==> src/common/xbsa_pkg.sv <==
// What this block does
// - Take every master access at once; forward it same cycle when the port is free.
// - Hold a master in wait states while its target port is busy or parked elsewhere.
// - Grant a newly targeted port only after the earlier access elsewhere has completed.
// - A granted master keeps its port until another requesting master wins arbitration for it.
// - A higher-priority request to the same port takes ownership away.
// - Complete master IDLE transfers locally without involving any slave bus.
// - Drive IDLE on a slave bus whenever no master is requesting that port.
// - An idled slave port stays parked on the last master that used it.
// - Bit 9 of the platform control register selects the arbitration policy.
// - Processor core is master port 0; converter bus master is master port 3.
// - Three slave ports: 0 flash controller, 1 SRAM controller, 2 peripheral bridge.
// - Up to three masters run concurrently on different slaves; arbitrate only contention.
// - All paths carry 32-bit data; the switch runs on the masters' clock.
// - No switch registers; the only control is the arbitration select bit.
// - Arbitration select 0 is fixed priority, 1 is round-robin, for every port.
// - A burst locks arbitration on its port during its SEQ and BUSY beats; the port can still change hands on its NONSEQ beat.
// - Fixed priority: highest-numbered requester wins; ownership rechecked on every edge where the port is ready and unlocked.
// - Round-robin: rank by distance ahead of last master; switch at transfer boundary.
package xbsa_pkg;

    // ----------------------------------------------------------------
    // Sizes
    // ----------------------------------------------------------------
    localparam int NUM_MST = 4;
    localparam int NUM_SLV = 3;
    localparam int DATA_W = 32;
    localparam int ADDR_W = 32;
    localparam int REG_ADDR_W = 12;

    // ----------------------------------------------------------------
    // Port assignments
    // ----------------------------------------------------------------
    localparam logic [1:0] MST_CORE = 2'h0;
    localparam logic [1:0] MST_CONVERTER = 2'h3;
    localparam logic [1:0] SLV_FLASH = 2'h0;
    localparam logic [1:0] SLV_SRAM = 2'h1;
    localparam logic [1:0] SLV_BRIDGE = 2'h2;

    // ----------------------------------------------------------------
    // Address regions, selected by the top three address bits
    // ----------------------------------------------------------------
    localparam int REGION_MSB = 31;
    localparam int REGION_LSB = 29;
    localparam logic [2:0] REGION_FLASH = 3'h0;
    localparam logic [2:0] REGION_SRAM = 3'h1;

    // ----------------------------------------------------------------
    // Platform control register
    // ----------------------------------------------------------------
    localparam logic [REG_ADDR_W-1:0] PLATFORM_CONTROL_OFFSET = 12'h00C;
    localparam int ARB_SEL_BIT = 9;
    localparam logic ARB_SEL_RESET = 1'h0;
    localparam logic ARB_FIXED = 1'h0;
    localparam logic ARB_ROUND_ROBIN = 1'h1;
    localparam logic [1:0] OWNER_RESET = 2'h0;

    // ----------------------------------------------------------------
    // Transfer types
    // ----------------------------------------------------------------
    typedef enum logic [1:0] {
        TRANS_IDLE = 2'b00,
        TRANS_BUSY = 2'b01,
        TRANS_NONSEQ = 2'b10,
        TRANS_SEQ = 2'b11
    } xbsa_trans_t;

endpackage

==> src/logic/xbsa_top.sv <==
// Strobed register access and the placing of the registers were left to the implementer.
`timescale 1ns/100ps
`default_nettype none
module xbsa_top
    import xbsa_pkg::*;
(
    // Clock and reset.
    input wire logic ref_clk,
    input wire logic reset,
    // Master side address phase.
    input wire logic [NUM_MST-1:0][1:0] m_htrans,
    input wire logic [NUM_MST-1:0][ADDR_W-1:0] m_haddr,
    input wire logic [NUM_MST-1:0] m_hwrite,
    input wire logic [NUM_MST-1:0][2:0] m_hsize,
    input wire logic [NUM_MST-1:0][DATA_W-1:0] m_hwdata,
    // Master side response.
    output logic [NUM_MST-1:0] m_hready,
    output logic [NUM_MST-1:0] m_hresp,
    output logic [NUM_MST-1:0][DATA_W-1:0] m_hrdata,
    // Slave side address phase.
    output logic [NUM_SLV-1:0][1:0] s_htrans,
    output logic [NUM_SLV-1:0][ADDR_W-1:0] s_haddr,
    output logic [NUM_SLV-1:0] s_hwrite,
    output logic [NUM_SLV-1:0][2:0] s_hsize,
    output logic [NUM_SLV-1:0][DATA_W-1:0] s_hwdata,
    // Slave side response.
    input wire logic [NUM_SLV-1:0] s_hreadyout,
    input wire logic [NUM_SLV-1:0] s_hresp,
    input wire logic [NUM_SLV-1:0][DATA_W-1:0] s_hrdata,
    // Platform control register port.
    input wire logic [REG_ADDR_W-1:0] reg_addr,
    input wire logic [DATA_W-1:0] reg_wdata,
    input wire logic reg_wr,
    input wire logic reg_rd,
    output logic [DATA_W-1:0] reg_rdata
);

    // ----------------------------------------------------------------
    // Address decode
    // ----------------------------------------------------------------
    function automatic logic [1:0] slv_decode(input logic [ADDR_W-1:0] addr);
        logic [2:0] region;
        region = addr[REGION_MSB:REGION_LSB];
        if (region == REGION_FLASH) begin
            slv_decode = SLV_FLASH;
        end else if (region == REGION_SRAM) begin
            slv_decode = SLV_SRAM;
        end else begin
            slv_decode = SLV_BRIDGE;
        end
    endfunction

    // ----------------------------------------------------------------
    // State
    // ----------------------------------------------------------------
    logic arb_sel_q;
    logic [NUM_MST-1:0] pend_q;
    xbsa_trans_t hold_trans_q [NUM_MST];
    logic [NUM_MST-1:0][ADDR_W-1:0] hold_addr_q;
    logic [NUM_MST-1:0] hold_write_q;
    logic [NUM_MST-1:0][2:0] hold_size_q;
    logic [NUM_MST-1:0] dp_act_q;
    logic [NUM_MST-1:0][1:0] dp_slv_q;
    logic [NUM_SLV-1:0][1:0] owner_q;
    logic [NUM_SLV-1:0][1:0] owner_d;
    logic [NUM_SLV-1:0] sdp_act_q;
    logic [NUM_SLV-1:0][1:0] sdp_mst_q;

    xbsa_trans_t e_trans [NUM_MST];
    logic [NUM_MST-1:0][ADDR_W-1:0] e_addr;
    logic [NUM_MST-1:0] e_write;
    logic [NUM_MST-1:0][2:0] e_size;
    logic [NUM_MST-1:0][1:0] e_slv;
    logic [NUM_MST-1:0] m_rdy;
    logic [NUM_MST-1:0] req;
    logic [NUM_MST-1:0] fwd;
    logic [NUM_SLV-1:0] sel;
    logic [NUM_SLV-1:0] lock;
    logic [NUM_SLV-1:0][NUM_MST-1:0] req_to;

    // ----------------------------------------------------------------
    // Platform control register
    // ----------------------------------------------------------------
    always_ff @(posedge ref_clk) begin
        if (reset) begin
            arb_sel_q <= ARB_SEL_RESET;
        end else if (reg_wr && reg_addr == PLATFORM_CONTROL_OFFSET) begin
            arb_sel_q <= reg_wdata[ARB_SEL_BIT];
        end
    end

    always_ff @(posedge ref_clk) begin
        if (reset) begin
            reg_rdata <= '0;
        end else if (reg_rd && reg_addr == PLATFORM_CONTROL_OFFSET) begin
            reg_rdata <= DATA_W'({arb_sel_q, {ARB_SEL_BIT{1'b0}}});
        end else begin
            reg_rdata <= '0;
        end
    end

    // ----------------------------------------------------------------
    // Master side: effective request and local response
    // ----------------------------------------------------------------
    always_comb begin
        for (int m = 0; m < NUM_MST; m++) begin
            e_trans[m] = pend_q[m] ? hold_trans_q[m] : xbsa_trans_t'(m_htrans[m]);
            e_addr[m] = pend_q[m] ? hold_addr_q[m] : m_haddr[m];
            e_write[m] = pend_q[m] ? hold_write_q[m] : m_hwrite[m];
            e_size[m] = pend_q[m] ? hold_size_q[m] : m_hsize[m];
            e_slv[m] = slv_decode(e_addr[m]);
            // A held access keeps the master waiting; IDLE data phases finish here.
            if (pend_q[m]) begin
                m_rdy[m] = 1'b0;
            end else if (dp_act_q[m]) begin
                m_rdy[m] = s_hreadyout[dp_slv_q[m]];
            end else begin
                m_rdy[m] = 1'b1;
            end
            // A live access counts only once the previous data phase has ended.
            req[m] = pend_q[m] | (m_htrans[m][1] & m_rdy[m]);
            fwd[m] = req[m] && owner_q[e_slv[m]] == 2'(m) && s_hreadyout[e_slv[m]];
        end
    end

    always_comb begin
        for (int m = 0; m < NUM_MST; m++) begin
            m_hready[m] = m_rdy[m];
            m_hresp[m] = dp_act_q[m] ? s_hresp[dp_slv_q[m]] : 1'b0;
            m_hrdata[m] = s_hrdata[dp_slv_q[m]];
        end
    end

    always_ff @(posedge ref_clk) begin
        if (reset) begin
            pend_q <= '0;
        end else begin
            pend_q <= req & ~fwd;
        end
    end

    always_ff @(posedge ref_clk) begin
        for (int m = 0; m < NUM_MST; m++) begin
            if (reset) begin
                hold_trans_q[m] <= TRANS_IDLE;
                hold_addr_q[m] <= '0;
                hold_write_q[m] <= 1'b0;
                hold_size_q[m] <= '0;
            end else if (!pend_q[m] && req[m] && !fwd[m]) begin
                hold_trans_q[m] <= e_trans[m];
                hold_addr_q[m] <= e_addr[m];
                hold_write_q[m] <= e_write[m];
                hold_size_q[m] <= e_size[m];
            end
        end
    end

    always_ff @(posedge ref_clk) begin
        for (int m = 0; m < NUM_MST; m++) begin
            if (reset) begin
                dp_act_q[m] <= 1'b0;
                dp_slv_q[m] <= SLV_FLASH;
            end else if (fwd[m]) begin
                dp_act_q[m] <= 1'b1;
                dp_slv_q[m] <= e_slv[m];
            end else if (m_rdy[m]) begin
                dp_act_q[m] <= 1'b0;
            end
        end
    end

    // ----------------------------------------------------------------
    // Slave side: arbitration per port
    // ----------------------------------------------------------------
    always_comb begin
        logic [1:0] own;
        logic [1:0] cand;
        logic found;
        own = '0;
        cand = '0;
        found = 1'b0;
        for (int s = 0; s < NUM_SLV; s++) begin
            own = owner_q[s];
            for (int m = 0; m < NUM_MST; m++) begin
                req_to[s][m] = req[m] && e_slv[m] == 2'(s);
            end
            sel[s] = req_to[s][own];
            // A burst beat or busy slot of the owner keeps the port.
            lock[s] = e_slv[own] == 2'(s) && (e_trans[own] == TRANS_SEQ || e_trans[own] == TRANS_BUSY);
            owner_d[s] = own;
            if (s_hreadyout[s] && !lock[s]) begin
                if (arb_sel_q == ARB_FIXED) begin
                    for (int m = 0; m < NUM_MST; m++) begin
                        if (req_to[s][m]) begin
                            owner_d[s] = 2'(m);
                        end
                    end
                end else begin
                    found = 1'b0;
                    for (int k = 1; k <= NUM_MST; k++) begin
                        cand = own + 2'(k);
                        if (!found && req_to[s][cand]) begin
                            owner_d[s] = cand;
                            found = 1'b1;
                        end
                    end
                end
            end
        end
    end

    always_ff @(posedge ref_clk) begin
        if (reset) begin
            owner_q <= {NUM_SLV{OWNER_RESET}};
        end else begin
            owner_q <= owner_d;
        end
    end

    always_ff @(posedge ref_clk) begin
        for (int s = 0; s < NUM_SLV; s++) begin
            if (reset) begin
                sdp_act_q[s] <= 1'b0;
                sdp_mst_q[s] <= OWNER_RESET;
            end else if (s_hreadyout[s]) begin
                sdp_act_q[s] <= sel[s];
                sdp_mst_q[s] <= owner_q[s];
            end
        end
    end

    always_comb begin
        for (int s = 0; s < NUM_SLV; s++) begin
            s_htrans[s] = sel[s] ? e_trans[owner_q[s]] : TRANS_IDLE;
            s_haddr[s] = e_addr[owner_q[s]];
            s_hwrite[s] = e_write[owner_q[s]];
            s_hsize[s] = e_size[owner_q[s]];
            s_hwdata[s] = m_hwdata[sdp_mst_q[s]];
        end
    end

    for (genvar m = 0; m < NUM_MST; m++) begin : g_mchk

    end

    for (genvar s = 0; s < NUM_SLV; s++) begin : g_schk

    end
endmodule
`default_nettype wire

==> config.mk <==
export PLATFORM = sky130hd
export DESIGN_NAME = xbsa_top
export DESIGN_NICKNAME = d
export VERILOG_FILES = /design/src/common/xbsa_pkg.sv /design/src/logic/xbsa_top.sv
export SDC_FILE = /design/constraint.sdc
export NUM_CORES = 1
export LEC_CHECK = 0
export BUFFER_PORTS_ARGS = -buffer_cell sky130_fd_sc_hd__buf_2
export CAP_MARGIN = 40
export CORE_AREA = 2 2 310 312
export DETAILED_ROUTE_END_ITERATION = 7
export DIE_AREA = 0 0 312 314
export PLACE_DENSITY = 0.38
export REMOVE_ABC_BUFFERS = 1
export SLEW_MARGIN = 30
export SYNTH_ARGS = -nofsm -noshare
export SYNTH_HDL_FRONTEND = slang
export SYNTH_SLANG_ARGS = --single-unit
==> constraint.sdc <==
create_clock -name ref_clk -period 5.3 [get_ports ref_clk]
set_input_delay 0.53 -clock ref_clk [delete_from_list [all_inputs] [get_ports ref_clk]]
set_output_delay 0.53 -clock ref_clk [all_outputs]
set_load 0.02 [all_outputs]
==> run summary <==
status: finished, final reports clean
total CTS buffers: 17
multiplexer share of the synthesized area: 47.5%
adder-cell share of the synthesized area: 0%
Register Area: 0.00376 mm^2
Hold Path Class: in -> reg
synth cell count leaders: mux4_2, dfxtp_1, nand2_1
Hold Buf Count CTS: 0
Leakage: 8.66 nW
Clock Skew: 25.2 ps
I/O Buffers: 745
largest cells by area after synthesis: mux4_2, dfxtp_1, mux2_2
number of gates resized after cts: 0
final cycle utilization of the critical path: 71.7%
largest net degree at the start of global routing: 49
RSZ-0062 raised after global routing: false
critical path startpoint category: flop
Final Non-Filler Cells: 3,530
clock sinks: 182
DRC errors left: 0
most frequent cell after synthesis: mux4_2
pins over their slew limit: 0
clock latency on the worst-skew pair: 500 ps
R2R Path Start: pend_q[0]$_SDFF_PP0_
crit path kind: reg -> out
placed instance area: 0.0219 mm^2
gr ovfl total: 0
vias in the first global route: 17,800
first-pass GRT wire length: 132 mm
area occupied by multi-input gates: 0.0124 mm^2
Layout area overhead: 34.1%
dominant synthesized flop cell: dfxtp_1
initial antenna violation count: 36
First DRT Iteration DRCs: 1,092
nets: 2,676
Simple-Gate Fraction of Synth Area: 8.47%
TritonRoute pass-1 iters: 5
XOR/XNOR Fraction of Synth Area: 0%
Root Buffer: clkbuf_16
Yosys top cell by area: mux4_2
PwrDens: 276 mW/mm^2
largest family of logic cells by synthesized area: multiplexers
EDFF count, synth: 8
FILL cells: 10,300
crit end category: primary output
die width: 312 um
Worst Path Arrival: 3270 ps
max_cap viols: 0
H-tree Lvls: 4
fmax: 263 MHz
Tot Pwr: 0.00625 W
Worst VDD drop: 189 uV
Data required, critical path: 4770 ps
beginning of the critical path: pend_q[2]$_SDFF_PP0_
Synth Area in Compound Gates: 16.2%
full die area: 0.0980 mm^2
drt via density: 4.90
final hold viol count: 0
Util after Layout: 23.9%
Initial Util: 17.9%
chip height: 314 um
Placed Cells: 3,488
Antenna Nets Post-Route: 0
Avg Inst Size Synth: 10.5 um^2
Worst-Margin Slew: 827 ps
Detailed Route WL: 94.3 mm
sequential area share after synthesis: 22.1%
drt wl/cell: 26.7 um
clock transition at the registers of the reported paths: 80 ps
hold_ws: 304 ps
CTS Buffer Depth: 2
crit path max fanout: 30
GP Congestion: 0.948
Hold Path Origin: reg_wdata[9]
post-synth top area share: 28.7%
DP HPWL: 70.0 mm
postcts setup bufs: 0
ratio of cells with drive above 1 in the final layout: 54.1%
Post-Synthesis Cells: 1,604
warnings from Yosys: 0
total number of vias: 17,300
Final setup violation count: 0
Slew headroom: 44.7%
Yosys cell types: 70
TritonCTS clock tree: done
Post-synth ARST share: 0%
GRT Total Usage: 18.5%
design area: 0.0226 mm^2
row cnt: 113
Final min period: 3800 ps
mapped cell area: 0.0169 mm^2
IO Pins: 808
Seq cells post-synth: 182
Std-Cell Core Area: 0.0944 mm^2
[final cells by class]
cell class / instances / share of cell area [%]
Clock buffer: 20 / 2.02
Inverter: 15 / 0.271
Sequential cell: 182 / 16.6
Timing Repair Buffer: 789 / 18.8
Antenna cell: 7 / 0.0775
Tap cell: 1265 / 7.00
Clock inverter: 11 / 0.597
Multi-Input combinational cell: 1241 / 54.6
[cells by family (layout without fill, tap and decap cells)]
logic type,after synthesis,after routing
muxes,513,513
AOI/OAI and AO/OA,395,395
buffers and inverters,211,835
other,1,38
DFF,182,182
and+or+nand+nor,302,302
[layout by cell type (no fill, tap or decap), types with 6 or more instances in the layout]
cell type	instances
buf_2	746
mux4_2	215
nand2_1	156
mux2i_1	154
dfxtp_1	154
o21ai_0	152
mux2_2	144
a22o_1	144
nor2_1	40
a21oi_1	31
conb_1	31
buf_4	29
clkbuf_16	18
dfxtp_2	15
nor3_1	13
nor2b_1	11
inv_1	10
a211oi_1	10
nand3_1	10
nand2b_1	8
and2_1	8
nand4_1	8
edfxtp_1	8
diode_2	7
and3_1	7
nor3b_1	6
buf_16	6
[critical path, stage by stage (launching register included)]
cell and delay [ps]:
dfxtp_2 620, buf_4 600, inv_1 220, o2111ai_1 140
o211ai_1 240, mux4_2 580, nor2_1 130, buf_2 220
[registers in the layout, indices dropped and copies added, names as in the netlist, 6 cells and up]
signal / flops
dp_slv_q: 8
owner_q: 6
hold_addr_q: 128
hold_trans_q: 8
sdp_mst_q: 6
hold_size_q: 12
[through the flow]
step | worst slack, ps | setup TNS (ps)
2_1_floorplan | -1300 | -39750
3_3_place_gp | 1420 | 0
3_5_place_dp | 1410 | 0
4_1_cts | 1240 | 0
5_1_grt | 1220 | 0
6_report | 1500 | 0
[layer usage]
metal	part of all wire, %	vias to the layer above	routed length, um	track usage (%)
met1	39	8728	36900	21.5
li1	-	7575	-	-
met4	3.5	24	3270	6.64
met3	6.6	163	6230	4.51
met5	0.15	-	141	0
met2	51	806	47700	33.0
[power breakdown]
part	switching, W	internal, W
Clock	0.000661	0.000730
Sequential	0.000182	0.00150
Combinational	0.00190	0.00128
Total	0.00274	0.00351
[worst paths after layout]
| check | endpoint | slack (ps) | depth (start not counted) |
|---|---|---|---|
| max | s_htrans[5] | 1500 | 7 |
| min | arb_sel_q$_SDFFE_PP0P_ | 300 | 3 |
| max reg2reg | hold_addr_q[4]$_SDFFE_PP0P_ | 1710 | 9 |
| min reg2reg | hold_addr_q[70]$_SDFFE_PP0P_ | 480 | 1 |
(Power assumes the default switching activity.)
